--- config.mk ---
export PLATFORM = sky130hd
export DESIGN_NAME = flic_top
export DESIGN_NICKNAME = d
export VERILOG_FILES = /design/src/rtl/flic_pkg.sv /design/src/rtl/flic_sel_if.sv /design/src/rtl/flic_arbiter.sv /design/src/rtl/flic_top.sv
export SDC_FILE = /design/constraint.sdc
export NUM_CORES = 1
export LEC_CHECK = 0
export ABC_AREA = 1
export BUFFER_PORTS_ARGS = -buffer_cell sky130_fd_sc_hd__buf_2
export CAP_MARGIN = 20
export CORE_ASPECT_RATIO = 1.2
export CORE_UTILIZATION = 49
export DETAILED_ROUTE_END_ITERATION = 8
export GPL_TIMING_DRIVEN = 0
export MAX_ROUTING_LAYER = met4
export PLACE_DENSITY_LB_ADDON = 0.08
export SLEW_MARGIN = 20
export SYNTH_ARGS = -nofsm -noshare
export SYNTH_HDL_FRONTEND = slang
export SYNTH_SLANG_ARGS = --single-unit
--- constraint.sdc ---
create_clock -name clk_sys -period 5.67 [get_ports clk_sys]
set_input_delay 1.134 -clock clk_sys [delete_from_list [all_inputs] [get_ports clk_sys]]
set_output_delay 1.134 -clock clk_sys [all_outputs]
set_load 0.05 [all_outputs]
--- src/rtl/flic_pkg.sv ---
// Package with source indices, vectors and widths of the interrupt controller
package flic_pkg;
    localparam int NUM_SRC = 15;
    localparam int NUM_LVL = 4;
    localparam int VEC_W = 16;
    // Source indices in vector-address order
    localparam int SRC_EXT0 = 0;
    localparam int SRC_TMR0 = 1;
    localparam int SRC_EXT1 = 2;
    localparam int SRC_TMR1 = 3;
    localparam int SRC_UART = 4;
    localparam int SRC_TWI = 5;
    localparam int SRC_CAP0 = 6;
    localparam int SRC_CAP1 = 7;
    localparam int SRC_CAP2 = 8;
    localparam int SRC_CAP3 = 9;
    localparam int SRC_ADC = 10;
    localparam int SRC_CMP0 = 11;
    localparam int SRC_CMP1 = 12;
    localparam int SRC_CMP2 = 13;
    localparam int SRC_TOVF = 14;
    // Vector base and stride
    localparam logic [15:0] VEC_BASE = 16'h0003;
    localparam logic [15:0] VEC_STEP = 16'h0008;
    // Order within a level, highest first, as source indices
    localparam logic [3:0] POLL_ORDER [NUM_SRC] = '{
        4'h0, 4'h5, 4'hA, 4'h1, 4'h6, 4'hB, 4'h2, 4'h7,
        4'hC, 4'h3, 4'h8, 4'hD, 4'h4, 4'h9, 4'hE};
    // Flag reset value
    localparam logic [14:0] FLAG_RST = 15'h0000;
    localparam logic [3:0] STACK_RST = 4'h0;
endpackage

--- src/rtl/flic_sel_if.sv ---
// Interface carrying pending requests and the arbiter's choice
`timescale 1ns/10ps
interface flic_sel_if;
    import flic_pkg::*;
    logic [NUM_SRC-1:0] pend;
    logic [NUM_SRC-1:0] prioHi;
    logic [NUM_SRC-1:0] prioLo;
    logic [NUM_LVL-1:0] inService;
    logic found;
    logic [3:0] winSrc;
    logic [1:0] winLvl;
    modport ctl (output pend, prioHi, prioLo, inService, input found, winSrc, winLvl);
    modport arb (input pend, prioHi, prioLo, inService, output found, winSrc, winLvl);
endinterface

--- src/rtl/flic_arbiter.sv ---
// Combinational arbiter choosing the winning source by level and poll order
`timescale 1ns/10ps
module flic_arbiter
    import flic_pkg::*;
(
    flic_sel_if.arb sel
);
    logic [NUM_SRC-1:0][1:0] lvl;
    logic [2:0] topBusy;

    // Level of each source from its two priority bits
    genvar g;
    for (g = 0; g < NUM_SRC; g++) begin : gLvl
        assign lvl[g] = {sel.prioHi[g], sel.prioLo[g]};
    end

    // Highest level in service plus one, zero when idle
    always_comb begin
        topBusy = 3'h0;
        for (int l = 0; l < NUM_LVL; l++) begin
            if (sel.inService[l]) begin
                topBusy = 3'(l + 1);
            end
        end
    end

    // Highest level wins, poll order breaks ties; must beat the level in service
    always_comb begin
        int s;
        s = 0;
        sel.found = 1'b0;
        sel.winSrc = 4'h0;
        sel.winLvl = 2'h0;
        for (int l = NUM_LVL - 1; l >= 0; l--) begin
            for (int k = 0; k < NUM_SRC; k++) begin
                s = int'(POLL_ORDER[k]);
                if (!sel.found && sel.pend[s] && lvl[s] == 2'(l)
                    && 3'(l) >= topBusy) begin
                    sel.found = 1'b1;
                    sel.winSrc = 4'(s);
                    sel.winLvl = 2'(l);
                end
            end
        end
    end
endmodule

--- src/rtl/flic_top.sv ---
// Four-level nested interrupt controller with fifteen sources
`timescale 1ns/10ps
module flic_top
    import flic_pkg::*;
(
    input wire logic clk_sys,
    input wire logic rst_n,
    // Pin levels, two flops deep before any logic reads them
    input wire logic extRequest0,
    input wire logic extRequest1,
    input wire logic [3:0] captureInput,
    // Same-clock events from peripheral logic
    input wire logic timer0Ovf,
    input wire logic timer1Ovf,
    input wire logic uartReceiveFlag,
    input wire logic uartTransmitFlag,
    input wire logic twowireStatusLoad,
    input wire logic twowireStatusValid,
    input wire logic converterDone,
    input wire logic [15:0] timerValue,
    input wire logic [15:0] compareReg0,
    input wire logic [15:0] compareReg1,
    input wire logic [15:0] compareReg2,
    input wire logic byteOvf,
    input wire logic wordOvf,
    // Software flag writes
    input wire logic swFlagWrite,
    input wire logic [NUM_SRC-1:0] swFlagMask,
    input wire logic [NUM_SRC-1:0] swFlagData,
    input wire logic swOvfWrite,
    input wire logic [1:0] swOvfMask,
    input wire logic [1:0] swOvfData,
    // Enables and priorities
    input wire logic globalEnableBit,
    input wire logic [NUM_SRC-1:0] srcEnable,
    input wire logic [NUM_SRC-1:0] priorityHighBit,
    input wire logic [NUM_SRC-1:0] priorityLowBit,
    // Core handshake
    input wire logic intAck,
    input wire logic intReturn,
    output logic intReq,
    output logic [VEC_W-1:0] intVector,
    output logic [NUM_SRC-1:0] flagStatus,
    output logic [NUM_LVL-1:0] inServiceStatus
);
    // ************************************************
    // Input synchronisers and edge detection
    // ************************************************
    logic [5:0] pinMeta_q;
    logic [5:0] pinSync_q;
    logic [5:0] pinLast_q;
    logic [5:0] pinRise;
    logic cmpHit0_q;
    logic cmpHit1_q;
    logic cmpHit2_q;

    // Two flops on every pin input
    always_ff @(posedge clk_sys or negedge rst_n) begin
        if (!rst_n) begin
            pinMeta_q <= 6'h00;
            pinSync_q <= 6'h00;
            pinLast_q <= 6'h00;
        end else begin
            pinMeta_q <= {captureInput, extRequest1, extRequest0};
            pinSync_q <= pinMeta_q;
            pinLast_q <= pinSync_q;
        end
    end
    assign pinRise = pinSync_q & ~pinLast_q;

    // Compare matches, edge-qualified so a held match sets once per entry
    always_ff @(posedge clk_sys or negedge rst_n) begin
        if (!rst_n) begin
            cmpHit0_q <= 1'b0;
            cmpHit1_q <= 1'b0;
            cmpHit2_q <= 1'b0;
        end else begin
            cmpHit0_q <= (timerValue == compareReg0);
            cmpHit1_q <= (timerValue == compareReg1);
            cmpHit2_q <= (timerValue == compareReg2);
        end
    end

    // ************************************************
    // Request flags
    // ************************************************
    logic [NUM_SRC-1:0] hwSet;
    logic [NUM_SRC-1:0] flag_q;
    logic [NUM_SRC-1:0] flag_d;
    logic byteOvfFlag_q;
    logic wordOvfFlag_q;
    logic ackClear;
    logic [3:0] winSrcQ;
    logic [1:0] winLvlQ;

    // Hardware set events per source
    always_comb begin
        hwSet = '0;
        hwSet[SRC_EXT0] = pinRise[0];
        hwSet[SRC_EXT1] = pinRise[1];
        hwSet[SRC_TMR0] = timer0Ovf;
        hwSet[SRC_TMR1] = timer1Ovf;
        hwSet[SRC_CAP0] = pinRise[2];
        hwSet[SRC_CAP1] = pinRise[3];
        hwSet[SRC_CAP2] = pinRise[4];
        hwSet[SRC_CAP3] = pinRise[5];
        hwSet[SRC_CMP0] = (timerValue == compareReg0) && !cmpHit0_q;
        hwSet[SRC_CMP1] = (timerValue == compareReg1) && !cmpHit1_q;
        hwSet[SRC_CMP2] = (timerValue == compareReg2) && !cmpHit2_q;
        hwSet[SRC_TWI] = twowireStatusLoad && twowireStatusValid;
        hwSet[SRC_ADC] = converterDone;
    end

    // Next flag value: hardware set wins over software clear
    always_comb begin
        flag_d = flag_q;
        for (int i = 0; i < NUM_SRC; i++) begin
            if (swFlagWrite && swFlagMask[i]) begin
                if (i == SRC_ADC) begin
                    flag_d[i] = flag_q[i] & swFlagData[i];
                end else begin
                    flag_d[i] = swFlagData[i];
                end
            end
            // Only external and timer flags clear on vectoring; capture timer,
            // converter and two-wire flags stay until software clears them
            if (ackClear && int'(winSrcQ) == i && (i == SRC_EXT0 || i == SRC_EXT1
                || i == SRC_TMR0 || i == SRC_TMR1)) begin
                flag_d[i] = 1'b0;
            end
            if (hwSet[i]) begin
                flag_d[i] = 1'b1;
            end
        end
        // UART and overflow requests are live ORs of their own flags
        flag_d[SRC_UART] = 1'b0;
        flag_d[SRC_TOVF] = 1'b0;
    end

    always_ff @(posedge clk_sys or negedge rst_n) begin
        if (!rst_n) begin
            flag_q <= FLAG_RST;
        end else begin
            flag_q <= flag_d;
        end
    end

    // Byte and word overflow flags, software write with set priority
    always_ff @(posedge clk_sys or negedge rst_n) begin
        if (!rst_n) begin
            byteOvfFlag_q <= 1'b0;
            wordOvfFlag_q <= 1'b0;
        end else begin
            if (byteOvf) begin
                byteOvfFlag_q <= 1'b1;
            end else if (swOvfWrite && swOvfMask[0]) begin
                byteOvfFlag_q <= swOvfData[0];
            end
            if (wordOvf) begin
                wordOvfFlag_q <= 1'b1;
            end else if (swOvfWrite && swOvfMask[1]) begin
                wordOvfFlag_q <= swOvfData[1];
            end
        end
    end

    // Full request vector: eight capture-timer requests among fifteen
    logic [NUM_SRC-1:0] request;
    always_comb begin
        request = flag_q;
        request[SRC_UART] = uartReceiveFlag | uartTransmitFlag;
        request[SRC_TOVF] = byteOvfFlag_q | wordOvfFlag_q;
    end

    // ************************************************
    // Arbitration and in-service stack
    // ************************************************
    flic_sel_if sel ();
    logic [NUM_LVL-1:0] inSvc_q;
    logic reqPending;

    assign sel.pend = request & srcEnable
        & {NUM_SRC{globalEnableBit}};
    assign sel.prioHi = priorityHighBit;
    assign sel.prioLo = priorityLowBit;
    assign sel.inService = inSvc_q;

    flic_arbiter uArb (
        .sel(sel)
    );

    assign ackClear = intAck && intReq;
    assign reqPending = sel.found;

    // Stack of levels in service: ack pushes, return pops the top one
    always_ff @(posedge clk_sys or negedge rst_n) begin
        if (!rst_n) begin
            inSvc_q <= STACK_RST;
        end else if (ackClear) begin
            inSvc_q[winLvlQ] <= 1'b1;
        end else if (intReturn) begin
            for (int l = 0; l < NUM_LVL; l++) begin
                if (inSvc_q[l] && ((inSvc_q >> (l + 1)) == '0)) begin
                    inSvc_q[l] <= 1'b0;
                end
            end
        end
    end

    // Request and vector outputs registered from the arbiter
    always_ff @(posedge clk_sys or negedge rst_n) begin
        if (!rst_n) begin
            intReq <= 1'b0;
            intVector <= VEC_BASE;
            winSrcQ <= 4'h0;
            winLvlQ <= 2'h0;
        end else begin
            intReq <= reqPending && !ackClear && !intReturn;
            winSrcQ <= sel.winSrc;
            winLvlQ <= sel.winLvl; // Level travels with the vector the core takes
            intVector <= VEC_BASE + VEC_STEP * {12'h000, sel.winSrc};
        end
    end

    // Status mirrors
    always_ff @(posedge clk_sys or negedge rst_n) begin
        if (!rst_n) begin
            flagStatus <= FLAG_RST;
            inServiceStatus <= STACK_RST;
        end else begin
            flagStatus <= request;
            inServiceStatus <= inSvc_q;
        end
    end

    // ************************************************
    // Assertions
    // ************************************************
    a_adc_no_swset: assert property (@(posedge clk_sys) disable iff (!rst_n)
        (!flag_q[SRC_ADC] && !converterDone) |=> !flag_q[SRC_ADC])
        else $error("converter flag set without hardware event");
    a_cap_flag_sticky: assert property (@(posedge clk_sys) disable iff (!rst_n)
        (flag_q[SRC_CAP0] && !(swFlagWrite && swFlagMask[SRC_CAP0])) |=> flag_q[SRC_CAP0])
        else $error("capture flag cleared by hardware");
    a_ovf_set: assert property (@(posedge clk_sys) disable iff (!rst_n)
        byteOvf |=> byteOvfFlag_q)
        else $error("byte overflow did not set flag");
    a_global_block: assert property (@(posedge clk_sys) disable iff (!rst_n)
        !globalEnableBit |=> !intReq)
        else $error("request while globally disabled");
    a_twi_set: assert property (@(posedge clk_sys) disable iff (!rst_n)
        (twowireStatusLoad && twowireStatusValid) |=> flag_q[SRC_TWI])
        else $error("two-wire flag not set");
    a_vector_map: assert property (@(posedge clk_sys) disable iff (!rst_n)
        ##1 intVector == VEC_BASE + 16'(8 * int'($past(sel.winSrc))))
        else $error("vector does not match source");
    a_uart_or: assert property (@(posedge clk_sys) disable iff (!rst_n)
        (uartReceiveFlag || uartTransmitFlag) |=> flagStatus[SRC_UART])
        else $error("uart request not an OR");
    a_no_equal_preempt: assert property (@(posedge clk_sys) disable iff (!rst_n)
        (sel.found && inSvc_q != '0) |-> !inSvc_q[sel.winLvl])
        else $error("winner level already in service");
    a_return_pops: assert property (@(posedge clk_sys) disable iff (!rst_n)
        (intReturn && !ackClear && inSvc_q[3]) |=> !inSvc_q[3])
        else $error("return did not release top level");
    a_ack_push: assert property (@(posedge clk_sys) disable iff (!rst_n)
        ackClear |=> inSvc_q[$past(winLvlQ)])
        else $error("taken level not marked in service");
    a_preempt_higher: assert property (@(posedge clk_sys) disable iff (!rst_n)
        (ackClear && inSvc_q != '0) |-> ((4'h1 << winLvlQ) > inSvc_q))
        else $error("taken level not above levels in service");
    a_cmp_set: assert property (@(posedge clk_sys) disable iff (!rst_n)
        ((timerValue == compareReg0) && !cmpHit0_q) |=> flag_q[SRC_CMP0])
        else $error("compare match did not set flag");
    a_adc_set: assert property (@(posedge clk_sys) disable iff (!rst_n)
        converterDone |=> flag_q[SRC_ADC])
        else $error("conversion done did not set flag");
    a_sw_clear: assert property (@(posedge clk_sys) disable iff (!rst_n)
        (swFlagWrite && swFlagMask[SRC_EXT0] && !swFlagData[SRC_EXT0] && !hwSet[SRC_EXT0])
        |=> !flag_q[SRC_EXT0])
        else $error("software clear of external flag lost");
    a_pend_gate: assert property (@(posedge clk_sys) disable iff (!rst_n)
        $rose(intReq) |-> $past(globalEnableBit && (srcEnable != '0)))
        else $error("request raised without enables");
endmodule

==> impl_metrics.json, run 1 <==
{
  "yosysWarnings": 0,
  "cp_data_arrival_time_ns": 5.86,
  "ys_seq_area_frac": 0.342,
  "outcome": "finished, final reports clean",
  "routed_wl_mm": 15.8,
  "worstPathRequired_ns": 5.93,
  "rsz0062_at_grt": "true",
  "p_int_mw": 1.21,
  "relSlewSlack": 0.458,
  "maxCapViolations": 0,
  "ios": 201,
  "layout.nets": 1041,
  "track_usage": 0.316,
  "die_x_um": 92.7,
  "cts_buffer_depth": 2,
  "fin_crit_ns": 5.60,
  "yosys.cell_types.count": 43,
  "power_leakage_nw": 3.29,
  "netlist.area_leader.share": 0.342,
  "setup_viol": 0,
  "die_y_um": 111,
  "crit_path_max_incr_delay_ns": 0.20,
  "fin_ws_ns": 0.0671,
  "seqPwrFrac": 0.287,
  "h-tree-depth": 3,
  "slowest_stage": "nor2_4",
  "maxSlewViolCount": 0,
  "syn_avg_cell_area_um2": 7.40,
  "start_util": 0.505,
  "cp-start-kind": "input port",
  "ys_top_cells_by_area": "dfrtp_1, inv_1, nor4_1, nand3_1, nand2_1",
  "grt_overflow": 0,
  "post_drt_wl_per_cell_um": 15.7,
  "final_common_cell": "buf_2",
  "final_antenna_net_count": 0,
  "max_clock_freq_mhz": 178,
  "crit_type": "in -> reg",
  "finalHoldViolCount": 0,
  "clkTransAtPathRegs_ns": 0.06,
  "switching_share": 0.419,
  "insertion_delay_ns": 0.33,
  "ys_ff_latch": 66,
  "drtPass1Iterations": 5,
  "layout_common_cells": "buf_2, inv_1, nand2_1",
  "yosys.area.top_type": "dfrtp_1",
  "cp_max_fo": 4,
  "crit_path_end_kind": "flip-flop",
  "drive_gt1_frac": 0.334,
  "cts_tree": "done",
  "core_area_mm2": 0.00956,
  "cts_inserted_buffers": 9,
  "post-route-period-util": 0.988,
  "hp-class": "reg -> reg",
  "post-route-drc-count": 0,
  "grt_pass1_wl_mm": 24.1,
  "power_mw": 2.08,
  "crit_buf_inv": 1,
  "num_rows": 39,
  "portBuffers": 183,
  "area_delta_synth_final_pct": 37.3,
  "switchingPower_uw": 872,
  "ctsHoldBuffers": 0,
  "synthCells": 653,
  "place_congestion": 0.925,
  "cpMostUsedCell": "nor2_4",
  "viasPerCell": 5.29,
  "grt_max_degree": 67,
  "max-vdd-ir-drop_v": 0.000210,
  "antenna_found_initial": 0,
  "netlist_area_mm2": 0.00483,
  "clock_power_share": 0.267,
  "antenna_cells_inserted": 0,
  "post-dp-hpwl_mm": 12.7,
  "crit_family": "simple AND/OR/NAND/NOR gates",
  "combPwrFrac": 0.445,
  "power.density_mw_per_mm2": 314,
  "place_ws_ns": -0.286,
  "die_area_mm2": 0.0103,
  "dr.first_iter.drc_count": 345,
  "vias": 5316,
  "cts_root_buf": "clkbuf_16",
  "clock-sinks": 66,
  "tightestPinTransition_ns": 0.813,
  "fin_skew_ns": 0.0109,
  "grt_pass1_vias": 5239
}
## power groups by stage
stage | sequential, mW | clock [mW] | combinational, mW
CTS | 0.594 | 0.566 | 0.826
global route | 0.604 | 0.585 | 0.993
floorplan | 0.708 | 0 | 0.443
detailed placement | 0.599 | 0 | 0.821
global placement | 0.598 | 0 | 0.816
finish | 0.598 | 0.557 | 0.928
## sequential cells by signal (all words and copies together), names as in the netlist
| register | flops |
|---|---|
| byteOvfFlag_q | 1 |
| cmpHit0_q | 1 |
| cmpHit1_q | 1 |
| cmpHit2_q | 1 |
| flagStatus | 15 |
| flag_q | 13 |
| inServiceStatus | 4 |
| inSvc_q | 4 |
| intReq | 1 |
| pinLast_q | 6 |
| pinMeta_q | 6 |
| pinSync_q | 6 |
| winLvlQ | 2 |
| winSrcQ | 4 |
| wordOvfFlag_q | 1 |
## per-layer routing
metal | wire, um | GRT usage
met4 | 487 | 0.128
met2 | 8620 | 0.582
met3 | 713 | 0.0446
met5 | 0 | -
met1 | 5960 | 0.333
## cells in the mapped netlist, drive strengths merged
library cell,count
o2111ai,1
o22ai,1
clkinv,3
nor2,87
o32ai,2
a41oi,2
nor4b,2
nor3,20
nand3,63
inv,134
nand2,81
nor3b,5
clkbuf,3
nand3b,1
o21ai,10
a21oi,15
a31o,1
xnor2,21
a31oi,3
o211ai,9
dfrtp,66
nor4,53
and3,1
conb,2
a2111oi,3
nand4,29
a32o,1
or2,3
xor2,14
a211oi,1
buf,16
## area by class of cell
type | count | area [um^2]
clock buffers | 10 | 239
fillers | 853 | 2930
multi-input cells | 441 | 2730
inverters | 137 | 529
well taps | 123 | 154
plain buffers | 19 | 144
flip-flops and latches | 66 | 1650
repair buffers | 202 | 1120
clock inverters | 6 | 65.1
## worst register-to-register path: cells and delay by family, from the launching register on
| family | cells | cell delay, ns |
|---|---|---|
| buf+inv | 1 | 0.16 |
| simple gates | 35 | 4.65 |
| flops | 1 | 0.57 |
## what timing repair did
item	CTS	global route
setup endpoints to repair	0	5
buffers inserted	0	19
gates resized for setup	0	59
## worst paths after layout
check | start | to | slack, ns | depth (start not counted)
max in group asynchronous | rst_n | flag_q[6] | 4.23 | 1
worst min-delay path | pinMeta_q[2] | pinSync_q[2] | 0.34 | 0
min in group asynchronous | rst_n | flagStatus[4] | 0.87 | 1
worst max register to register | inSvc_q[3] | winSrcQ[2] | 0.24 | 36
worst max-delay path | priorityLowBit[0] | winSrcQ[2] | 0.07 | 36
worst min register to register | pinMeta_q[2] | pinSync_q[2] | 0.34 | 0
## stage by stage
stage               hold WS, ns  area (um^2)  utilization  setup TNS, ns  cells
global placement          0.334         5940        0.621         -0.816    969
global route              0.348         6630        0.694         -0.602   1004
detailed placement        0.336         5940        0.621          -1.25    969
CTS                       0.342         6250        0.653              0    985
finish                    0.337         6630        0.694              0   1004
floorplan                 0.331         4870            -              0    663
## logic make-up after synthesis
family | after synthesis | synth area share
and+or+nand+nor | 345 | 0.394
AOI/OAI and AO/OA | 49 | 0.0650
xor gates and xnor gates | 35 | 0.0634
DFF | 66 | 0.342
buffers and inverters | 156 | 0.135
other | 2 | 0.00155
(Power assumes the default switching activity.)
==> run 2, diff against run 1 <==
--- a/config.mk
+++ b/config.mk
@@ -9,7 +9,7 @@
 export BUFFER_PORTS_ARGS = -buffer_cell sky130_fd_sc_hd__buf_2
 export CAP_MARGIN = 20
 export CORE_ASPECT_RATIO = 1.2
-export CORE_UTILIZATION = 49
+export CORE_UTILIZATION = 50
 export DETAILED_ROUTE_END_ITERATION = 8
 export GPL_TIMING_DRIVEN = 0
 export MAX_ROUTING_LAYER = met4
@@ -17,4 +17,5 @@
 export SLEW_MARGIN = 20
 export SYNTH_ARGS = -nofsm -noshare
 export SYNTH_HDL_FRONTEND = slang
+export SYNTH_HIERARCHICAL = 1
 export SYNTH_SLANG_ARGS = --single-unit
==> run 2 against run 1 <==
Core utilization down 1.5 points; non-clock buffer count down 6; first-iteration DRC count up 4.9%; sequential cell count unchanged; fmax up 5.1%; cell area up 3.4%.
==> impl_metrics.json, run 2 <==
{
  "cp-start-kind": "input port",
  "regMostFlops": "flagStatus",
  "cts_tree": "done",
  "viasPerCell": 5.00,
  "post_drt_wl_per_cell_um": 12.8,
  "yosysMostFrequentCell": "nand2_1",
  "antenna_cells_inserted": 0,
  "cp_max_fo": 7,
  "h-tree-depth": 3,
  "die_area_mm2": 0.0109,
  "switching_share": 0.410,
  "synthCells": 851,
  "relSlewSlack": 0.428,
  "portBuffers": 184,
  "hold_depth": 0,
  "totalNegativeSetupSlack_ns": 0,
  "clkTransAtPathRegs_ns": 0.06,
  "design_area_mm2": 0.00686,
  "vias": 5995,
  "grt_overflow": 0,
  "reg2reg_depth": 34,
  "syn_avg_cell_area_um2": 6.16,
  "switchingPower_uw": 860,
  "ios": 201,
  "post-dp-hpwl_mm": 12.7,
  "hp-class": "reg -> reg",
  "cts_buffer_depth": 2,
  "r2r-end": "intReq",
  "crit_family": "simple AND/OR/NAND/NOR gates",
  "largestRegisters": "flagStatus (15), flag_q (13)",
  "clock-sinks": 66,
  "rr_startpoint": "inSvc_q[3]",
  "utilization": 0.679,
  "insertion_delay_ns": 0.32,
  "rsz0062_at_grt": "true",
  "layout_common_cells": "nand2_1, inv_1, buf_2",
  "fin_skew_ns": 0.00469,
  "tightestPinTransition_ns": 0.851,
  "maxCapViolations": 0,
  "p_int_mw": 1.24,
  "max_clock_freq_mhz": 188,
  "drive_gt1_frac": 0.263,
  "grt_pass1_vias": 5513,
  "track_usage": 0.290,
  "place_congestion": 1.01,
  "cpMostUsedCell": "nand4_1",
  "maxSlewViolCount": 0,
  "crit_buf_inv": 4,
  "synth_ff_type": "dfrtp_1",
  "post-route-drc-count": 0,
  "final_antenna_net_count": 0,
  "ys_seq_area_frac": 0.315,
  "rrSetupSlack_ns": 0.82,
  "die_x_um": 95.4,
  "area_delta_synth_final_pct": 31.0,
  "slowest_stage": "nor2_2",
  "dr.first_iter.drc_count": 362,
  "core_area_mm2": 0.0101,
  "layout.filler_cells": 971,
  "multi_input_area_mm2": 0.00277,
  "layout.nets": 1233,
  "ys_ff_latch": 66,
  "combPwrFrac": 0.428,
  "start_util": 0.518,
  "netlist.area_leader.share": 0.315,
  "finalHoldViolCount": 0,
  "routed_wl_mm": 15.3,
  "antenna_found_initial": 0,
  "synth_common_cells": "nand2_1, inv_1, nor2_1",
  "outcome": "finished, final reports clean",
  "grt_max_degree": 53,
  "crit_path_max_incr_delay_ns": 0.16,
  "ys_top_cells_by_area": "dfrtp_1, nand2_1, inv_1, nor2_1, nand4_1",
  "power_mw": 2.09,
  "max-vdd-ir-drop_v": 0.000155,
  "stdcell_count": 1199,
  "hold_path_end": "pinSync_q[2]",
  "regArea_mm2": 0.00165,
  "yosys.area.top_type": "dfrtp_1",
  "netlist_area_mm2": 0.00524,
  "drtPass1Iterations": 7,
  "crit_type": "in -> reg",
  "yosys.cell_types.count": 34,
  "place_area_mm2": 0.00638,
  "post-route-period-util": 0.940,
  "ctsHoldBuffers": 0,
  "seqPwrFrac": 0.281,
  "num_rows": 40,
  "cp_data_arrival_time_ns": 5.53,
  "grt_pass1_wl_mm": 23.6,
  "power.density_mw_per_mm2": 305,
  "cts_inserted_buffers": 9,
  "worstPathRequired_ns": 5.88,
  "largest_register_ff_count": 15,
  "synth-edff-count": 0,
  "cts_root_buf": "clkbuf_16",
  "final_common_cell": "nand2_1",
  "yosysWarnings": 6,
  "power_leakage_nw": 3.78,
  "crit_path_end_kind": "flip-flop",
  "worstHoldStart": "pinMeta_q[2]",
  "dp_cells": 1172,
  "die_y_um": 114,
  "fin_crit_ns": 5.33,
  "setup_viol": 0,
  "clock_power_share": 0.291,
  "synthArstFlopShare": 1.00
}
## run 2: cell count changes after synthesis, sizes merged, moves of 21 or more
cell,previous run,this run
nand2,81,231
inv,134,200
nor2,87,130
nand3,63,26
nand4,29,55
nor4,53,31
xnor2,21,0
## run 2: area by class of cell
type / count / share of cell area
well taps: 126 / 0.0230
inverters: 201 / 0.110
clock buffers: 11 / 0.0368
repair buffers: 196 / 0.152
clock inverters: 5 / 0.0124
plain buffers: 19 / 0.0202
multi-input cells: 575 / 0.404
flip-flops and latches: 66 / 0.241
## run 2: layer usage
| metal | up-vias | wire (um) | GRT usage |
|---|---|---|---|
| met4 | 0 | 590 | 0.124 |
| met2 | 231 | 7670 | 0.506 |
| met5 | - | 0 | - |
| met3 | 39 | 1080 | 0.0438 |
| li1 | 3111 | - | - |
| met1 | 2614 | 5970 | 0.326 |
## run 2: cell families after synthesis
family / count (synthesis) / synth area share
AND/OR/NAND/NOR: 510 / 0.442
multiplexers: 3 / 0.00645
buffers and inverters: 220 / 0.169
AO/OA/AOI/OAI: 47 / 0.0609
flip-flops: 66 / 0.315
other: 2 / 0.00143
XOR/XNOR: 3 / 0.00502
## run 2: how the worst max path moves through the flow
stage / end / slack (ns) / cells after the start / from
after floorplan: intReq / 0.83 / 37 / globalEnableBit
after global placement: intVector[4] / -0.19 / 37 / globalEnableBit
after detailed placement: intVector[4] / -0.19 / 37 / globalEnableBit
after CTS: intVector[4] / 0.14 / 37 / globalEnableBit
after global routing: intReq / -0.19 / 38 / globalEnableBit
final: intReq / 0.34 / 38 / globalEnableBit
## run 2: per-stage QoR
| step | setup slack [ns] | hold slack, ns |
|---|---|---|
| after CTS | 0.135 | 0.357 |
| final | 0.341 | 0.356 |
| after floorplan | 0.828 | 0.331 |
| after global routing | -0.192 | 0.361 |
| after global placement | -0.192 | 0.333 |
| after detailed placement | -0.195 | 0.335 |
## run 2: worst register-to-register path, delay by kind of cell (launching register included)
| family | cells | cell delay, ns |
|---|---|---|
| buffers and inverters | 1 | 0.21 |
| and+or+nand+nor | 33 | 3.98 |
| DFF | 1 | 0.52 |
## run 2: what timing repair did
action                     in CTS  in global routing
setup buffers                   0                 11
gates resized for setup         0                 25
setup endpoints to repair       0                  5
## run 2: power by group through the flow
stage | logic (mW) | clock network [mW] | registers [mW]
global route | 0.982 | 0.642 | 0.597
CTS | 0.861 | 0.620 | 0.587
finish | 0.896 | 0.610 | 0.588
floorplan | 0.475 | 0 | 0.720
detailed placement | 0.858 | 0 | 0.595
global placement | 0.855 | 0 | 0.593
